[config.mk]
export PLATFORM = sky130hd
export DESIGN_NAME = pcmc_host
export DESIGN_NICKNAME = d
export VERILOG_FILES = /design/src/pcmc_pkg.sv /design/src/pcmc_bus_cycle.sv /design/src/pcmc_host.sv
export SDC_FILE = /design/constraint.sdc
export NUM_CORES = 1
export LEC_CHECK = 0
export BUFFER_PORTS_ARGS = -buffer_cell sky130_fd_sc_hd__buf_2
export CAP_MARGIN = 15
export CORE_MARGIN = 2
export CORE_UTILIZATION = 45
export DETAILED_ROUTE_END_ITERATION = 8
export PLACE_DENSITY = 0.71
export SLEW_MARGIN = 10
export SYNTH_ARGS = -nofsm -noshare
export SYNTH_HDL_FRONTEND = slang
export SYNTH_HIERARCHICAL = 1
export SYNTH_SLANG_ARGS = --single-unit
[constraint.sdc]
create_clock -name CLK_SYS_I -period 3.9 [get_ports CLK_SYS_I]
set_input_delay 0.78 -clock CLK_SYS_I [delete_from_list [all_inputs] [get_ports CLK_SYS_I]]
set_output_delay 0.78 -clock CLK_SYS_I [all_outputs]
set_load 0.1 [all_outputs]
[src/pcmc_pkg.sv]
// Constants for the host-side write/erase sequencer of a parallel phase-change memory.
// Assumes a 250 MHz system clock and a 16-bit asynchronous memory bus.
package pcmc_pkg;
   // ==========================================================
   // Widths
   localparam int DATA_W = 16;
   localparam int ADDR_W = 23;
   localparam int BLK_SHIFT = 16;
   localparam int BUF_DEPTH = 32;
   localparam int CNT_W = 5;
   localparam int APB_AW = 8;

   // ==========================================================
   // Memory command codes
   localparam logic [7:0] CMD_READ_STATUS = 8'h70;
   localparam logic [7:0] CMD_SUSPEND = 8'hB0;
   localparam logic [7:0] CMD_CONFIRM = 8'hD0;
   localparam logic [7:0] CMD_BUF_PROG = 8'hE8;
   localparam logic [7:0] CMD_BUF_ALTER = 8'hEA;
   localparam logic [7:0] CMD_ERASE_SETUP = 8'h20;
   localparam logic [7:0] CMD_READ_ARRAY = 8'hFF;
   localparam logic [7:0] CMD_CLEAR_STATUS = 8'h50;

   // ==========================================================
   // Status word bit positions
   localparam int ENGINE_READY_BIT = 7;
   localparam int ERASE_FAIL_BIT = 5;
   localparam int PROGRAM_FAIL_BIT = 4;
   localparam int SUPPLY_FAULT_BIT = 3;
   localparam int PROGRAM_SUSPENDED_BIT = 2;
   localparam int LOCKED_BLOCK_ABORT_BIT = 1;

   // ==========================================================
   // Register map
   localparam logic [APB_AW-1:0] REG_CTRL = 8'h00;
   localparam logic [APB_AW-1:0] REG_ADDR = 8'h04;
   localparam logic [APB_AW-1:0] REG_COUNT = 8'h08;
   localparam logic [APB_AW-1:0] REG_WDATA = 8'h0C;
   localparam logic [APB_AW-1:0] REG_STAT = 8'h10;
   localparam logic [APB_AW-1:0] REG_RDATA = 8'h14;
   localparam int CTRL_BITALT_POS = 4;
   localparam int STAT_BUSY_POS = 0;
   localparam int STAT_REFUSED_POS = 1;
   localparam int STAT_ERR_POS = 2;
   localparam int STAT_SUSP_POS = 3;
   localparam int STAT_UNALIGN_POS = 4;
   localparam int STAT_SR_LSB = 8;

   // ==========================================================
   // Operation codes written to CTRL[3:0]
   typedef enum logic [3:0] {
      OP_SUSPEND = 4'h1,
      OP_RESUME = 4'h2,
      OP_BUF_PROG = 4'h3,
      OP_ERASE = 4'h4,
      OP_READ_ARRAY = 4'h5,
      OP_CLEAR = 4'h6,
      OP_STATUS = 4'h7
   } pcmc_op_t;

   // ==========================================================
   // Sequencer states, Gray along the buffered-program path
   typedef enum logic [3:0] {
      ST_IDLE = 4'b0000,
      ST_CMD1 = 4'b0001,
      ST_POLL = 4'b0011,
      ST_COUNT = 4'b0010,
      ST_DATA = 4'b0110,
      ST_CONF = 4'b0111,
      ST_DONE_POLL = 4'b0101,
      ST_FINAL = 4'b0100,
      ST_CMD2 = 4'b1100,
      ST_ARRAY = 4'b1101
   } pcmc_state_t;

   typedef enum logic [1:0] {
      CY_IDLE = 2'b00,
      CY_SETUP = 2'b01,
      CY_STROBE = 2'b11,
      CY_HOLD = 2'b10
   } pcmc_cyc_t;

   // ==========================================================
   // Bus cycle timing
   localparam int CLK_MHZ = 250;
   localparam int T_SETUP_NS = 10;
   localparam int T_STROBE_NS = 140;
   localparam int T_HOLD_NS = 20;
   localparam int SETUP_CYC = (T_SETUP_NS * CLK_MHZ + 999) / 1000;
   localparam int STROBE_CYC = (T_STROBE_NS * CLK_MHZ + 999) / 1000;
   localparam int HOLD_CYC = (T_HOLD_NS * CLK_MHZ + 999) / 1000;
   localparam int TCNT_W = 8;
endpackage

[src/pcmc_bus_cycle.sv]
// One asynchronous write or read cycle on the memory pins.
// Assumes the memory is the only load; DQ is sampled through two flip-flops.
`timescale 1ns/100ps
module pcmc_bus_cycle (
   input wire logic CLK_SYS_I,
   input wire logic NRST_I,
   input wire logic go_i,
   input wire logic wr_i,
   input wire logic [pcmc_pkg::ADDR_W-1:0] addr_i,
   input wire logic [pcmc_pkg::DATA_W-1:0] wdata_i,
   output logic done_o,
   output logic [pcmc_pkg::DATA_W-1:0] rdata_o,
   output logic idle_o,
   input wire logic [pcmc_pkg::DATA_W-1:0] mem_dq_i,
   output logic [pcmc_pkg::ADDR_W-1:0] mem_addr_o,
   output logic [pcmc_pkg::DATA_W-1:0] mem_dq_o,
   output logic mem_dq_oe_n_o,
   output logic mem_ce_n_o,
   output logic mem_oe_n_o,
   output logic mem_we_n_o
);
   import pcmc_pkg::*;

   pcmc_cyc_t ph_q, ph_d;
   logic [TCNT_W-1:0] cnt_q, cnt_d;
   logic wr_q, wr_d, done_q, done_d;
   logic [ADDR_W-1:0] addr_q, addr_d;
   logic [DATA_W-1:0] wdat_q, wdat_d, rdat_q, rdat_d, sync1_q, sync2_q;
   logic ce_n_q, ce_n_d, oe_n_q, oe_n_d, we_n_q, we_n_d, dqoe_n_q, dqoe_n_d;

   // ==========================================================
   // Cycle sequencing
   // Strobe is long enough to cover the two-flop lag on DQ
   always_comb begin
      ph_d = ph_q;
      cnt_d = cnt_q;
      wr_d = wr_q;
      addr_d = addr_q;
      wdat_d = wdat_q;
      rdat_d = rdat_q;
      done_d = 1'b0;
      ce_n_d = ce_n_q;
      oe_n_d = oe_n_q;
      we_n_d = we_n_q;
      dqoe_n_d = dqoe_n_q;
      case (ph_q)
         CY_IDLE: begin
            if (go_i) begin
               ph_d = CY_SETUP;
               cnt_d = TCNT_W'(SETUP_CYC - 1);
               wr_d = wr_i;
               addr_d = addr_i;
               wdat_d = wdata_i;
               ce_n_d = 1'b0;
               dqoe_n_d = ~wr_i;
            end
         end
         CY_SETUP: begin
            if (cnt_q == '0) begin
               ph_d = CY_STROBE;
               cnt_d = TCNT_W'(STROBE_CYC - 1);
               we_n_d = ~wr_q;
               oe_n_d = wr_q;
            end else begin
               cnt_d = cnt_q - 1'b1;
            end
         end
         CY_STROBE: begin
            if (cnt_q == '0) begin
               ph_d = CY_HOLD;
               cnt_d = TCNT_W'(HOLD_CYC - 1);
               we_n_d = 1'b1;
               oe_n_d = 1'b1;
               if (!wr_q) begin
                  rdat_d = sync2_q;
               end
            end else begin
               cnt_d = cnt_q - 1'b1;
            end
         end
         CY_HOLD: begin
            if (cnt_q == '0) begin
               // Chip select rises so every read is a fresh strobe
               ph_d = CY_IDLE;
               ce_n_d = 1'b1;
               dqoe_n_d = 1'b1;
               done_d = 1'b1;
            end else begin
               cnt_d = cnt_q - 1'b1;
            end
         end
         default: begin
            ph_d = CY_IDLE;
         end
      endcase
   end

   always_ff @(posedge CLK_SYS_I or negedge NRST_I) begin
      if (!NRST_I) begin
         ph_q <= CY_IDLE;
         cnt_q <= '0;
         wr_q <= 1'b0;
         addr_q <= '0;
         wdat_q <= '0;
         rdat_q <= '0;
         done_q <= 1'b0;
         ce_n_q <= 1'b1;
         oe_n_q <= 1'b1;
         we_n_q <= 1'b1;
         dqoe_n_q <= 1'b1;
         sync1_q <= '0;
         sync2_q <= '0;
      end else begin
         ph_q <= ph_d;
         cnt_q <= cnt_d;
         wr_q <= wr_d;
         addr_q <= addr_d;
         wdat_q <= wdat_d;
         rdat_q <= rdat_d;
         done_q <= done_d;
         ce_n_q <= ce_n_d;
         oe_n_q <= oe_n_d;
         we_n_q <= we_n_d;
         dqoe_n_q <= dqoe_n_d;
         sync1_q <= mem_dq_i;
         sync2_q <= sync1_q;
      end
   end

   assign done_o = done_q;
   assign rdata_o = rdat_q;
   assign idle_o = (ph_q == CY_IDLE) && !done_q;
   assign mem_addr_o = addr_q;
   assign mem_dq_o = wdat_q;
   assign mem_dq_oe_n_o = dqoe_n_q;
   assign mem_ce_n_o = ce_n_q;
   assign mem_oe_n_o = oe_n_q;
   assign mem_we_n_o = we_n_q;
endmodule

[src/pcmc_host.sv]
// Host controller that drives suspend, resume, buffered program, erase,
// status and array reads on a parallel phase-change memory.
// Assumes software on APB; the memory answers on its own async pins.
`timescale 1ns/100ps
module pcmc_host (
   input wire logic CLK_SYS_I,
   input wire logic NRST_I,
   input wire logic PSEL_I,
   input wire logic PENABLE_I,
   input wire logic PWRITE_I,
   input wire logic [pcmc_pkg::APB_AW-1:0] PADDR_I,
   input wire logic [31:0] PWDATA_I,
   output logic [31:0] PRDATA_O,
   output logic PREADY_O,
   output logic PSLVERR_O,
   output logic [pcmc_pkg::ADDR_W-1:0] MEM_ADDR_O,
   input wire logic [pcmc_pkg::DATA_W-1:0] MEM_DQ_I,
   output logic [pcmc_pkg::DATA_W-1:0] MEM_DQ_O,
   output logic MEM_DQ_OE_N_O,
   output logic MEM_CE_N_O,
   output logic MEM_OE_N_O,
   output logic MEM_WE_N_O
);
   import pcmc_pkg::*;

   // ==========================================================
   // Software registers
   logic apb_wr, apb_setup, mapped;
   logic [ADDR_W-1:0] addr_q, addr_d;
   logic [CNT_W-1:0] count_q, count_d, wptr_q, wptr_d;
   logic [DATA_W-1:0] buf_q [BUF_DEPTH];
   logic [31:0] prdata_q, prdata_d;
   logic slverr_q, slverr_d;
   logic start_req;

   assign apb_wr = PSEL_I && PENABLE_I && PWRITE_I;
   assign apb_setup = PSEL_I && !PENABLE_I;
   assign start_req = apb_wr && (PADDR_I == REG_CTRL);
   assign mapped = (PADDR_I == REG_CTRL) || (PADDR_I == REG_ADDR) || (PADDR_I == REG_COUNT)
      || (PADDR_I == REG_WDATA) || (PADDR_I == REG_STAT) || (PADDR_I == REG_RDATA);

   // ==========================================================
   // Sequencer state
   pcmc_state_t st_q, st_d;
   pcmc_op_t op_q, op_d;
   logic bitalt_q, bitalt_d, issued_q, issued_d;
   logic [CNT_W-1:0] idx_q, idx_d;
   logic [7:0] sr_q, sr_d;
   logic err_q, err_d, susp_q, susp_d, refused_q, refused_d, unalign_q, unalign_d;
   logic [ADDR_W-1:BLK_SHIFT] susp_blk_q, susp_blk_d;
   logic [DATA_W-1:0] rdata_q, rdata_d;
   logic [ADDR_W:0] last_addr;
   logic crosses, refuse, sr_ready, sr_error;

   // Bus cycle hand-off
   logic cyc_go, cyc_wr, cyc_done, cyc_idle;
   logic [ADDR_W-1:0] cyc_addr;
   logic [DATA_W-1:0] cyc_wdata, cyc_rdata;

   assign last_addr = {1'b0, addr_q} + {{(ADDR_W + 1 - CNT_W){1'b0}}, count_q};
   // Keep every data word inside the setup block
   assign crosses = last_addr[ADDR_W:BLK_SHIFT] != {1'b0, addr_q[ADDR_W-1:BLK_SHIFT]};
   assign sr_ready = cyc_rdata[ENGINE_READY_BIT];
   // Any error bit, including sequence error as bits 4 and 5 together
   assign sr_error = cyc_rdata[SUPPLY_FAULT_BIT] || cyc_rdata[PROGRAM_FAIL_BIT]
      || cyc_rdata[ERASE_FAIL_BIT] || cyc_rdata[LOCKED_BLOCK_ABORT_BIT];

   // ==========================================================
   // Acceptance of a new operation
   always_comb begin
      refuse = (st_q != ST_IDLE);
      case (PWDATA_I[3:0])
         OP_SUSPEND, OP_ERASE: begin
            // No retry while error bits stand uncleared
            refuse = refuse || err_q;
         end
         OP_BUF_PROG: begin
            refuse = refuse || err_q || crosses;
         end
         OP_READ_ARRAY: begin
            // Suspended block holds partial data
            refuse = refuse || (susp_q && (addr_q[ADDR_W-1:BLK_SHIFT] == susp_blk_q));
         end
         OP_RESUME: begin
            refuse = refuse || !susp_q;
         end
         OP_CLEAR, OP_STATUS: begin
            refuse = refuse;
         end
         default: begin
            refuse = 1'b1;
         end
      endcase
   end

   // ==========================================================
   // Command sequencing
   always_comb begin
      st_d = st_q;
      op_d = op_q;
      bitalt_d = bitalt_q;
      issued_d = issued_q;
      idx_d = idx_q;
      sr_d = sr_q;
      err_d = err_q;
      susp_d = susp_q;
      susp_blk_d = susp_blk_q;
      refused_d = refused_q;
      unalign_d = unalign_q;
      rdata_d = rdata_q;
      cyc_go = 1'b0;
      cyc_wr = 1'b1;
      cyc_addr = addr_q;
      cyc_wdata = '0;
      if (start_req) begin
         refused_d = refuse;
         if (!refuse) begin
            op_d = pcmc_op_t'(PWDATA_I[3:0]);
            bitalt_d = PWDATA_I[CTRL_BITALT_POS];
            st_d = ST_CMD1;
            issued_d = 1'b0;
            // Misaligned start only costs speed, so it is reported, not refused
            unalign_d = (PWDATA_I[3:0] == OP_BUF_PROG) && (addr_q[4:0] != 5'h0_0);
         end
      end
      if (st_q != ST_IDLE) begin
         cyc_go = !issued_q && cyc_idle;
         if (cyc_go) begin
            issued_d = 1'b1;
         end
         if (cyc_done) begin
            issued_d = 1'b0;
         end
      end
      case (st_q)
         ST_IDLE: begin
            cyc_go = 1'b0;
         end
         ST_CMD1: begin
            case (op_q)
               OP_SUSPEND, OP_STATUS: cyc_wdata = DATA_W'(CMD_READ_STATUS);
               OP_RESUME: cyc_wdata = DATA_W'(CMD_CONFIRM);
               OP_BUF_PROG: cyc_wdata = DATA_W'(bitalt_q ? CMD_BUF_ALTER : CMD_BUF_PROG);
               OP_ERASE: cyc_wdata = DATA_W'(CMD_ERASE_SETUP);
               OP_READ_ARRAY: cyc_wdata = DATA_W'(CMD_READ_ARRAY);
               default: cyc_wdata = DATA_W'(CMD_CLEAR_STATUS);
            endcase
            if (cyc_done) begin
               case (op_q)
                  OP_SUSPEND, OP_ERASE: st_d = ST_CMD2;
                  OP_BUF_PROG: st_d = ST_POLL;
                  OP_READ_ARRAY: st_d = ST_ARRAY;
                  OP_STATUS: st_d = ST_DONE_POLL;
                  OP_RESUME: begin
                     st_d = ST_IDLE;
                     susp_d = 1'b0;
                  end
                  default: begin
                     // Only the clear command drops the error view
                     st_d = ST_IDLE;
                     err_d = 1'b0;
                     sr_d = '0;
                  end
               endcase
            end
         end
         ST_CMD2: begin
            // Suspend address is ignored; erase confirm goes to the block
            cyc_wdata = DATA_W'((op_q == OP_SUSPEND) ? CMD_SUSPEND : CMD_CONFIRM);
            if (cyc_done) begin
               st_d = (op_q == OP_SUSPEND) ? ST_POLL : ST_DONE_POLL;
            end
         end
         ST_POLL: begin
            // Fresh read each pass until the engine is ready
            cyc_wr = 1'b0;
            if (cyc_done) begin
               sr_d = cyc_rdata[7:0];
               if (sr_ready) begin
                  if (op_q == OP_SUSPEND) begin
                     st_d = ST_IDLE;
                     susp_d = cyc_rdata[PROGRAM_SUSPENDED_BIT];
                     susp_blk_d = addr_q[ADDR_W-1:BLK_SHIFT];
                  end else begin
                     st_d = ST_COUNT;
                  end
               end
            end
         end
         ST_COUNT: begin
            cyc_wdata = DATA_W'(count_q);
            if (cyc_done) begin
               st_d = ST_DATA;
               idx_d = '0;
            end
         end
         ST_DATA: begin
            cyc_addr = addr_q + ADDR_W'(idx_q);
            cyc_wdata = buf_q[idx_q];
            if (cyc_done) begin
               if (idx_q == count_q) begin
                  st_d = ST_CONF;
               end else begin
                  idx_d = idx_q + 1'b1;
               end
            end
         end
         ST_CONF: begin
            cyc_wdata = DATA_W'(CMD_CONFIRM);
            if (cyc_done) begin
               st_d = ST_DONE_POLL;
            end
         end
         ST_DONE_POLL: begin
            // Completion poll; errors latch until cleared
            cyc_wr = 1'b0;
            if (cyc_done) begin
               sr_d = cyc_rdata[7:0];
               if (sr_ready) begin
                  err_d = err_q || sr_error;
                  st_d = (op_q == OP_STATUS) ? ST_IDLE : ST_FINAL;
               end
            end
         end
         ST_FINAL: begin
            cyc_wdata = DATA_W'(CMD_READ_ARRAY);
            if (cyc_done) begin
               st_d = ST_IDLE;
            end
         end
         ST_ARRAY: begin
            cyc_wr = 1'b0;
            if (cyc_done) begin
               rdata_d = cyc_rdata;
               st_d = ST_IDLE;
            end
         end
         default: begin
            st_d = ST_IDLE;
         end
      endcase
   end

   // ==========================================================
   // APB register next values
   always_comb begin
      addr_d = addr_q;
      count_d = count_q;
      wptr_d = wptr_q;
      prdata_d = prdata_q;
      slverr_d = slverr_q;
      if (apb_wr && (PADDR_I == REG_ADDR)) begin
         addr_d = PWDATA_I[ADDR_W-1:0];
      end
      if (apb_wr && (PADDR_I == REG_COUNT)) begin
         count_d = PWDATA_I[CNT_W-1:0];
         wptr_d = '0;
      end
      if (apb_wr && (PADDR_I == REG_WDATA)) begin
         wptr_d = wptr_q + 1'b1;
      end
      // Read data and error are prepared in the setup cycle so they come from flops
      if (apb_setup) begin
         slverr_d = !mapped;
         prdata_d = '0;
         case (PADDR_I)
            REG_ADDR: prdata_d = 32'(addr_q);
            REG_COUNT: prdata_d = 32'(count_q);
            REG_RDATA: prdata_d = 32'(rdata_q);
            REG_STAT: begin
               prdata_d[STAT_BUSY_POS] = (st_q != ST_IDLE);
               prdata_d[STAT_REFUSED_POS] = refused_q;
               prdata_d[STAT_ERR_POS] = err_q;
               prdata_d[STAT_SUSP_POS] = susp_q;
               prdata_d[STAT_UNALIGN_POS] = unalign_q;
               prdata_d[STAT_SR_LSB +: 8] = sr_q;
            end
            default: prdata_d = '0;
         endcase
      end
   end

   always_ff @(posedge CLK_SYS_I) begin
      if (apb_wr && (PADDR_I == REG_WDATA)) begin
         buf_q[wptr_q] <= PWDATA_I[DATA_W-1:0];
      end
   end

   always_ff @(posedge CLK_SYS_I or negedge NRST_I) begin
      if (!NRST_I) begin
         addr_q <= '0;
         count_q <= '0;
         wptr_q <= '0;
         prdata_q <= '0;
         slverr_q <= 1'b0;
         st_q <= ST_IDLE;
         op_q <= OP_STATUS;
         bitalt_q <= 1'b0;
         issued_q <= 1'b0;
         idx_q <= '0;
         sr_q <= '0;
         err_q <= 1'b0;
         susp_q <= 1'b0;
         susp_blk_q <= '0;
         refused_q <= 1'b0;
         unalign_q <= 1'b0;
         rdata_q <= '0;
      end else begin
         addr_q <= addr_d;
         count_q <= count_d;
         wptr_q <= wptr_d;
         prdata_q <= prdata_d;
         slverr_q <= slverr_d;
         st_q <= st_d;
         op_q <= op_d;
         bitalt_q <= bitalt_d;
         issued_q <= issued_d;
         idx_q <= idx_d;
         sr_q <= sr_d;
         err_q <= err_d;
         susp_q <= susp_d;
         susp_blk_q <= susp_blk_d;
         refused_q <= refused_d;
         unalign_q <= unalign_d;
         rdata_q <= rdata_d;
      end
   end

   assign PRDATA_O = prdata_q;
   assign PREADY_O = 1'b1;
   assign PSLVERR_O = PSEL_I && PENABLE_I && slverr_q;

   // ==========================================================
   // Memory pin cycles
   pcmc_bus_cycle u_cyc (
      .CLK_SYS_I(CLK_SYS_I),
      .NRST_I(NRST_I),
      .go_i(cyc_go),
      .wr_i(cyc_wr),
      .addr_i(cyc_addr),
      .wdata_i(cyc_wdata),
      .done_o(cyc_done),
      .rdata_o(cyc_rdata),
      .idle_o(cyc_idle),
      .mem_dq_i(MEM_DQ_I),
      .mem_addr_o(MEM_ADDR_O),
      .mem_dq_o(MEM_DQ_O),
      .mem_dq_oe_n_o(MEM_DQ_OE_N_O),
      .mem_ce_n_o(MEM_CE_N_O),
      .mem_oe_n_o(MEM_OE_N_O),
      .mem_we_n_o(MEM_WE_N_O)
   );
endmodule

==> out/qor.txt, run 1 <==
Status: finished, final reports clean
Clk pwr share: 43.1%
Area of the die: 67800 µm²
Root Driver: clkbuf_16
Fmax: 0.323 GHz
Num Clock Sinks: 722
CTS tree: yes
Final Critical Period: 3100 ps
Max Cap Violations: 0
Sequential area share after synthesis: 69.7%
Via Count: 16700
Post-synth ARST share: 29.1%
Reg power frac: 53.7%
Slew @ Worst Pin: 1120 ps
Detailed Routing Iterations Pass 1: 6
GP Congestion: 0.898
WHS: 145 ps
Post-synthesis cell area: 29600 µm²
Worst hold path class: input port to asynchronous set/reset pin
Slowest cell on crit path: nand4bb_1
Crit path max fanout: 19
Final period utilization: 79.4%
Dominant synthesized flop cell: edfxtp_1
Synth-to-layout area growth: 13.9%
Final Skew: 17.9 ps
FF+latch count, synth: 722
Fillers: 5253
Die span in x: 260 µm
Post-synth EDFFs: 512
Switching Fraction: 20.8%
Setup Total Neg Slack: 0 ps
Clock Latency Late Sink: 610 ps
Global-route wire length before repair: 104000 µm
Maximum VDD drop: 309 µV
HPWL Detailed: 43500 µm
Reg clk slew, reported paths: 60 ps
Proportion of power drawn by combinational gates: 3.2%
Worst Slack Setup Final: 802 ps
Internal Power: 12.2 mW
Worst Setup Start Kind: register
Core Box Area: 65400 µm²
Commonest non-fill, non-tap cell in the layout: edfxtp_1
Routed Antenna Nets: 0
CTS buffer count: 69
Resize count post-CTS: 0
Final hold vios: 0
Chip height: 260 µm
Crit path top cell by count: nand2_1
Final WL: 68700 µm
Crit path cell chain: nand4bb_1 > nor2_1 > nand4_1 > nor4b_1 > xor2_1 > nand2_1 > nand2_1
Pwr Total: 15.5 mW
Hold_buf cts: 0
# diodes: 0
Wire per inst: 23.9 µm
Total GRT Usage: 20.5%
Switch Pwr: 3.22 mW
Antenna violations before repair: 2
Synth Instances: 1786
Leakage: 12.4 nW
Fin. max-slew vios: 0
Nets@finish: 2029
Slew HR: 25.2%
I/O pin count: 138
Bufs on Longest Clock Path: 3
Number of core rows: 94
Post-synthesis cell type count: 83
Post-CTS setup buffers: 0
DRC viols: 0
Vias per cell: 5.83
Most frequent cells in the layout: edfxtp_1 (512), nand2_1 (224), dfrtp_1 (201), mux4_2 (145), buf_2 (117)
Ys Warns: 6
Fraction of layout instances using a drive strength above 1: 27.4%
Critical path buffers and inverters: 0
CP endpoint kind: register
Final setup fails: 0
Number of port buffers: 118
Pwr per Cell Area: 459 nW/µm²
Worst EP arrival: 3630 ps
Critical path class: register to register
Required @ worst endpoint: 4430 ps
H-tree depth: 3
Overflow after GRT: 0
Number of global-route vias before repair: 16800
Starting density of the core: 45.3%
Worst path max stage delay: 670 ps
Syn avg cell area: 16.6 µm²
Maximum number of pins on one net before global-route repair: 79
Crit-path leading delay family: simple AND/OR/NAND/NOR gates
RSZ-0062 raised after global routing: false
Place WS: 614 ps
Number of DRC markers in iteration 0: 1598
-- final cells by class --
type / count / area (µm²) / share of cell area, %
clock inverter: 33 / 313 / 0.928
sequential: 722 / 20600 / 61.2
timing repair buffer: 192 / 1230 / 3.66
inverter: 25 / 93.8 / 0.278
clock buffer: 93 / 1940 / 5.76
tap: 864 / 1080 / 3.21
multi-input combinational: 941 / 8410 / 24.9
-- synthesized netlist by cell type (5+ instances only) --
cell type / instances / area [µm²]
a21o_1: 5 / 37.5
a21oi_1: 32 / 160
a22o_1: 17 / 149
a22oi_1: 44 / 330
a31oi_1: 10 / 62.6
and3_1: 11 / 68.8
buf_1: 14 / 52.6
buf_2: 21 / 105
buf_4: 14 / 105
clkbuf_1: 55 / 206
dfrtp_1: 203 / 5080
dfstp_2: 7 / 184
edfxtp_1: 512 / 15400
ha_1: 16 / 200
inv_1: 25 / 93.8
mux2_2: 69 / 777
mux2_4: 14 / 210
mux4_2: 145 / 3270
nand2_1: 225 / 845
nand2b_1: 6 / 37.5
nand3_1: 25 / 125
nand3b_1: 7 / 52.6
nand4_1: 5 / 31.3
nor2_1: 75 / 282
nor2b_1: 15 / 93.8
nor3_1: 9 / 45.0
nor3b_1: 7 / 52.6
nor4_1: 7 / 43.8
o2111ai_1: 5 / 43.8
o21ai_0: 45 / 225
or3_1: 8 / 50.1
or4_1: 5 / 37.5
xnor2_1: 27 / 236
xor2_1: 8 / 70.1
-- kinds of logic after synthesis --
group | count (synthesis) | synth area share, %
buffers and inverters | 131 | 1.98
AND/OR/NAND/NOR | 436 | 7.04
other | 2 | 0.0254
XOR/XNOR | 35 | 1.04
multiplexers | 232 | 14.5
AO/OA/AOI/OAI | 211 | 4.93
flip-flops | 722 | 69.7
adder cells (fa/ha/maj) | 17 | 0.744
-- per-layer routing --
metal | routed length (µm) | share of wire [%] | track usage [%]
met1 | 28200 | 41 | 28.0
met2 | 33500 | 49 | 32.9
met3 | 4780 | 7.0 | 3.28
met4 | 2230 | 3.2 | 8.25
met5 | 33 | 0.048 | 0
-- path summary, 6_finish.rpt --
| check | from | slack [ps] | cells past startpoint | endpoint |
|---|---|---|---|---|
| max | st_q[3] | 800 | 7 | u_cyc/mem_addr_o[19] |
| min | NRST_I | 140 | 1 | u_cyc/cnt_q[7] |
| max reg2reg | st_q[3] | 800 | 7 | u_cyc/mem_addr_o[19] |
| min reg2reg | u_cyc/sync1_q[1] | 340 | 0 | u_cyc/sync2_q[1] |
| max in group asynchronous | NRST_I | 2900 | 2 | u_cyc/sync1_q[15] |
| min in group CLK_SYS_I | MEM_DQ_I[4] | 280 | 1 | u_cyc/sync1_q[4] |
-- worst reg2reg max path, delay by kind of cell, from the launching register on --
kind                      cells  cell delay [ps]
xor gates and xnor gates      1              220
DFF                           1              610
and+or+nand+nor               6             2210
-- metrics by stage --
| step | utilization (%) | cells | area [µm²] |
|---|---|---|---|
| after floorplan | - | 1794 | 29600 |
| after global placement | 48.1 | 2742 | 31400 |
| after detailed placement | 48.1 | 2742 | 31400 |
| after CTS | 51.5 | 2868 | 33700 |
| after global routing | 51.6 | 2870 | 33700 |
| final | 51.6 | 2870 | 33700 |
-- state kept, by name (all words and copies together), names as in the netlist, 2 cells and up --
register / count
wptr_q: 5
u_cyc/mem_dq_o: 16
idx_q: 5
rdata_q: 16
st_q: 4
u_cyc/ph_q: 2
op_q: 4
addr_q: 23
buf_q: 512
u_cyc/sync2_q: 16
u_cyc/sync1_q: 16
PRDATA_O: 23
susp_blk_q: 7
count_q: 5
u_cyc/cnt_q: 8
u_cyc/mem_addr_o: 23
sr_q: 8
u_cyc/rdata_o: 16
-- power groups by stage --
stage / logic, mW / registers, mW / clock network, mW
finish: 0.492 / 8.31 / 6.67
global route: 0.536 / 8.31 / 7.07
CTS: 0.492 / 8.31 / 6.79
detailed placement: 0.491 / 8.47 / 0
global placement: 0.466 / 8.47 / 0
floorplan: 0.225 / 8.51 / 0
No activity file was read; power rests on OpenSTA's default activity.
==> run 2: changes to the inputs <==
--- a/config.mk
+++ b/config.mk
@@ -5,12 +5,13 @@
 export SDC_FILE = /design/constraint.sdc
 export NUM_CORES = 1
 export LEC_CHECK = 0
+export ABC_AREA = 1
 export BUFFER_PORTS_ARGS = -buffer_cell sky130_fd_sc_hd__buf_2
 export CAP_MARGIN = 15
 export CORE_MARGIN = 2
 export CORE_UTILIZATION = 45
 export DETAILED_ROUTE_END_ITERATION = 8
-export PLACE_DENSITY = 0.71
+export PLACE_DENSITY = 0.74
 export SLEW_MARGIN = 10
 export SYNTH_ARGS = -nofsm -noshare
 export SYNTH_HDL_FRONTEND = slang
==> constraint.sdc (replaced) <==
create_clock -name CLK_SYS_I -period 2.71 [get_ports CLK_SYS_I]
set_input_delay 0.542 -clock CLK_SYS_I [delete_from_list [all_inputs] [get_ports CLK_SYS_I]]
set_output_delay 0.542 -clock CLK_SYS_I [all_outputs]
set_load 0.1 [all_outputs]
==> run 2 against run 1 <==
  * Clock-buffer cell count increased by 7
  * Critical path depth increased by 8
  * Sequential power increased by 43%
  * Clock power increased by 38%
  * Routed wire length increased by 11%
  * Global-route usage increased by 1.4 points
  * Clock skew increased by 14 ps
  * Sequential share of layout area decreased by 2.0 points
  * Hold slack got worse by 110 ps
  * Register-to-register slack got worse by 620 ps
  * Core utilization increased by 0.38 points
  * Non-clock buffer count increased by 34
==> out/qor.txt, run 2 <==
Fraction of layout instances using a drive strength above 1: 13.4% (was 27.4%)
Area of the die: 69900 µm² (was 67800 µm²)
Worst Setup Start Kind: register (unchanged)
FF-to-FF Start: idx_q[0] (was st_q[3])
Fin. max-slew vios: 0 (unchanged)
CTS buffer count: 73 (was 69)
FF-to-FF End: u_cyc/mem_addr_o[18] (was u_cyc/mem_addr_o[19])
Wire per inst: 19.5 µm (was 23.9 µm)
Routed Antenna Nets: 0 (unchanged)
Final setup fails: 0 (unchanged)
Max Cap Violations: 0 (unchanged)
Post-synthesis cell type count: 52 (was 83)
GP Congestion: 0.904 (was 0.898)
Sequential area share after synthesis: 67.6% (was 69.7%)
Maximum VDD drop: 609 µV (was 309 µV)
Post-CTS setup buffers: 0 (unchanged)
Max reg flops: 512 (unchanged)
Slew HR: 44.3% (was 25.2%)
Commonest cells post-synth: edfxtp_1 (512), nor2_1 (497), nand2_1 (454), o21ai_0 (301), dfrtp_1 (203) (was edfxtp_1 (512), nand2_1 (225), dfrtp_1 (203), mux4_2 (145), nor2_1 (75))
Status: finished, final reports clean (unchanged)
Post-synth ARST share: 29.1% (unchanged)
Dominant synthesized flop cell: edfxtp_1 (unchanged)
Hold EP: u_cyc/sync1_q[12]
Commonest non-fill, non-tap cell in the layout: edfxtp_1 (unchanged)
CP endpoint kind: register (unchanged)
Overflow after GRT: 0 (unchanged)
Top reg by flops: buf_q (unchanged)
Starting density of the core: 45.4% (was 45.3%)
Leakage: 13.9 nW (was 12.4 nW)
Core Box Area: 67200 µm² (was 65400 µm²)
Global-route wire length before repair: 118000 µm (was 104000 µm)
Maximum number of pins on one net before global-route repair: 96 (was 79)
Depth of the worst hold-timing path: 1
Final hold vios: 0 (unchanged)
Setup Total Neg Slack: 0 ps (unchanged)
Synth Instances: 2807 (was 1786)
Synth area leaders: edfxtp_1 (50%), dfrtp_1 (17%), nor2_1 (6.1%) (was edfxtp_1 (52%), dfrtp_1 (17%), mux4_2 (11%))
Final period utilization: 93.3% (was 79.4%)
# diodes: 0 (unchanged)
Post-synth EDFFs: 512 (unchanged)
Antenna violations before repair: 0 (was 2)
Number of port buffers: 118 (unchanged)
Worst EP arrival: 3010 ps (was 3630 ps)
DRC viols: 0 (unchanged)
Number of core rows: 95 (was 94)
Hold path start: MEM_DQ_I[12]
Vias per cell: 5.52 (was 5.83)
Flop-to-flop setup slack: 180 ps (was 800 ps)
Detailed Routing Iterations Pass 1: 5 (was 6)
Chip height: 264 µm (was 260 µm)
Final Util: 51.9% (was 51.6%)
Num Clock Sinks: 722 (unchanged)
Resize count post-CTS: 0 (unchanged)
Critical path class: register to register (unchanged)
Final Skew: 31.9 ps (was 17.9 ps)
Most frequent cells in the layout: edfxtp_1 (512), nor2_1 (496), nand2_1 (453), o21ai_0 (301), dfrtp_1 (201) (was edfxtp_1 (512), nand2_1 (224), dfrtp_1 (201), mux4_2 (145), buf_2 (117))
CTS tree: yes (unchanged)
HPWL Detailed: 48600 µm (was 43500 µm)
Synth-to-layout area growth: 14.3% (was 13.9%)
Post-synthesis cell area: 30500 µm² (was 29600 µm²)
Bufs on Longest Clock Path: 3 (unchanged)
Worst hold path class: input port to register (was input port to asynchronous set/reset pin)
Crit path max fanout: 4 (was 19)
Required @ worst endpoint: 3200 ps (was 4430 ps)
Fillers: 5705 (was 5253)
H-tree depth: 3 (unchanged)
Root Driver: clkbuf_16 (unchanged)
Via Count: 21500 (was 16700)
WHS: 31.1 ps (was 145 ps)
Die span in x: 264 µm (was 260 µm)
Pwr per Cell Area: 618 nW/µm² (was 459 nW/µm²)
Total GRT Usage: 21.8% (was 20.5%)
Final Critical Period: 2530 ps (was 3100 ps)
FF+latch count, synth: 722 (unchanged)
Clock Latency Late Sink: 620 ps (was 610 ps)
Final WL: 75900 µm (was 68700 µm)
RSZ-0062 raised after global routing: false (unchanged)
Number of DRC markers in iteration 0: 2335 (was 1598)
Slew @ Worst Pin: 836 ps (was 1120 ps)
Syn avg cell area: 10.9 µm² (was 16.6 µm²)
Count leader, synth: edfxtp_1 (unchanged)
Share of the synthesized area in the top cell type: 50.4% (was 51.9%)
Nets@finish: 3050 (was 2029)
I/O pin count: 138 (unchanged)
Largest area contributor in the netlist: edfxtp_1 (unchanged)
Worst Reg-to-Reg Cells: 15 (was 7)
Fmax: 0.396 GHz (was 0.323 GHz)
Reg clk slew, reported paths: 60 ps (about the same)
Number of global-route vias before repair: 20600 (was 16800)
Ys Warns: 6 (unchanged)
[run 2: cell types whose count changed in the layout (fill, tap and decap cells not counted), sizes merged, moves of 56 or more]
| cell | before | now |
|---|---|---|
| inv | 29 | 162 |
| mux2 | 83 | 6 |
| mux4 | 145 | 0 |
| nand2 | 225 | 468 |
| nand3 | 25 | 127 |
| nor2 | 75 | 514 |
| o21ai | 46 | 387 |
| o22ai | 3 | 59 |
[run 2: cell type report]
| cell class | count | area [µm²] | share of cell area [%] |
|---|---|---|---|
| clock inverter | 26 | 150 | 0.430 |
| tap | 873 | 1090 | 3.13 |
| inverter | 165 | 626 | 1.79 |
| timing repair buffer | 226 | 1860 | 5.34 |
| multi-input combinational | 1784 | 8500 | 24.4 |
| clock buffer | 100 | 2000 | 5.74 |
| sequential | 722 | 20600 | 59.2 |
[run 2: power breakdown]
group,internal (mW),leakage [nW],switching (mW)
Combinational,0.0718,5.52,0.373
Clock,5.16,1.06,4.04
Sequential,11.9,7.31,0.0183
Total,17.1,13.9,4.43
[run 2: how the worst max path moves through the flow]
stage	to	slack, ps	startpoint
floorplan	buf_q[0][0]	160	PADDR_I[7]
global placement	buf_q[28][10]	100	PADDR_I[7]
detailed placement	buf_q[28][10]	80	PADDR_I[7]
CTS	u_cyc/mem_addr_o[18]	220	idx_q[0]
global route	u_cyc/mem_addr_o[18]	6	idx_q[0]
finish	u_cyc/mem_addr_o[18]	180	idx_q[0]
[run 2: what timing repair did]
item	CTS	global route
endpoints found under the setup margin	0	0
hold buffers	1	0
endpoints found under the hold margin	74	0
[run 2: metal layers]
layer	wire length (µm)	vias to the layer above	GRT usage [%]	part of all wire (%)
met3	7020	131	4.11	9.2
met1	31400	10400	30.4	41
li1	-	9987	-	-
met2	35500	967	34.9	47
met5	0	-	0	0
met4	2060	0	6.91	2.7
[run 2: logic make-up (layout without fill, tap and decap cells)]
logic type               Yosys count  after routing  share of synthesized area, %
XOR/XNOR                          30             30                         0.861
other                              2             10                        0.0246
multiplexers                       6              6                         0.221
buffers and inverters            309            517                          4.62
flip-flops                       722            722                          67.6
AO/OA/AOI/OAI                    584            584                          10.7
AND/OR/NAND/NOR                 1137           1137                          15.2
adder cells (fa/ha/maj)           17             17                         0.722
[run 2: metrics by stage]
step | setup slack [ps] | std cells | power (mW) | area [µm²]
floorplan | 157 | 2815 | 12.3 | 30500
global placement | 98.2 | 3769 | 12.6 | 32700
detailed placement | 81.5 | 3769 | 12.6 | 32700
CTS | 217 | 3896 | 21.7 | 34900
global route | 6.42 | 3896 | 22.2 | 34900
finish | 182 | 3896 | 21.6 | 34900
[run 2: worst max-delay path, cell delays in order, from the launching register on]
cell and delay, ps:
dfrtp_4 430, ha_1 160, inv_1 50, fa_1 410, inv_1 80, nand3_1 60, nand2_1 110, nand2_1 70
a21oi_1 320, nand3_1 230, nor2_1 180, nand2_1 70, nand2_1 60, nand2_1 60, nand2_1 60, nand2_1 40
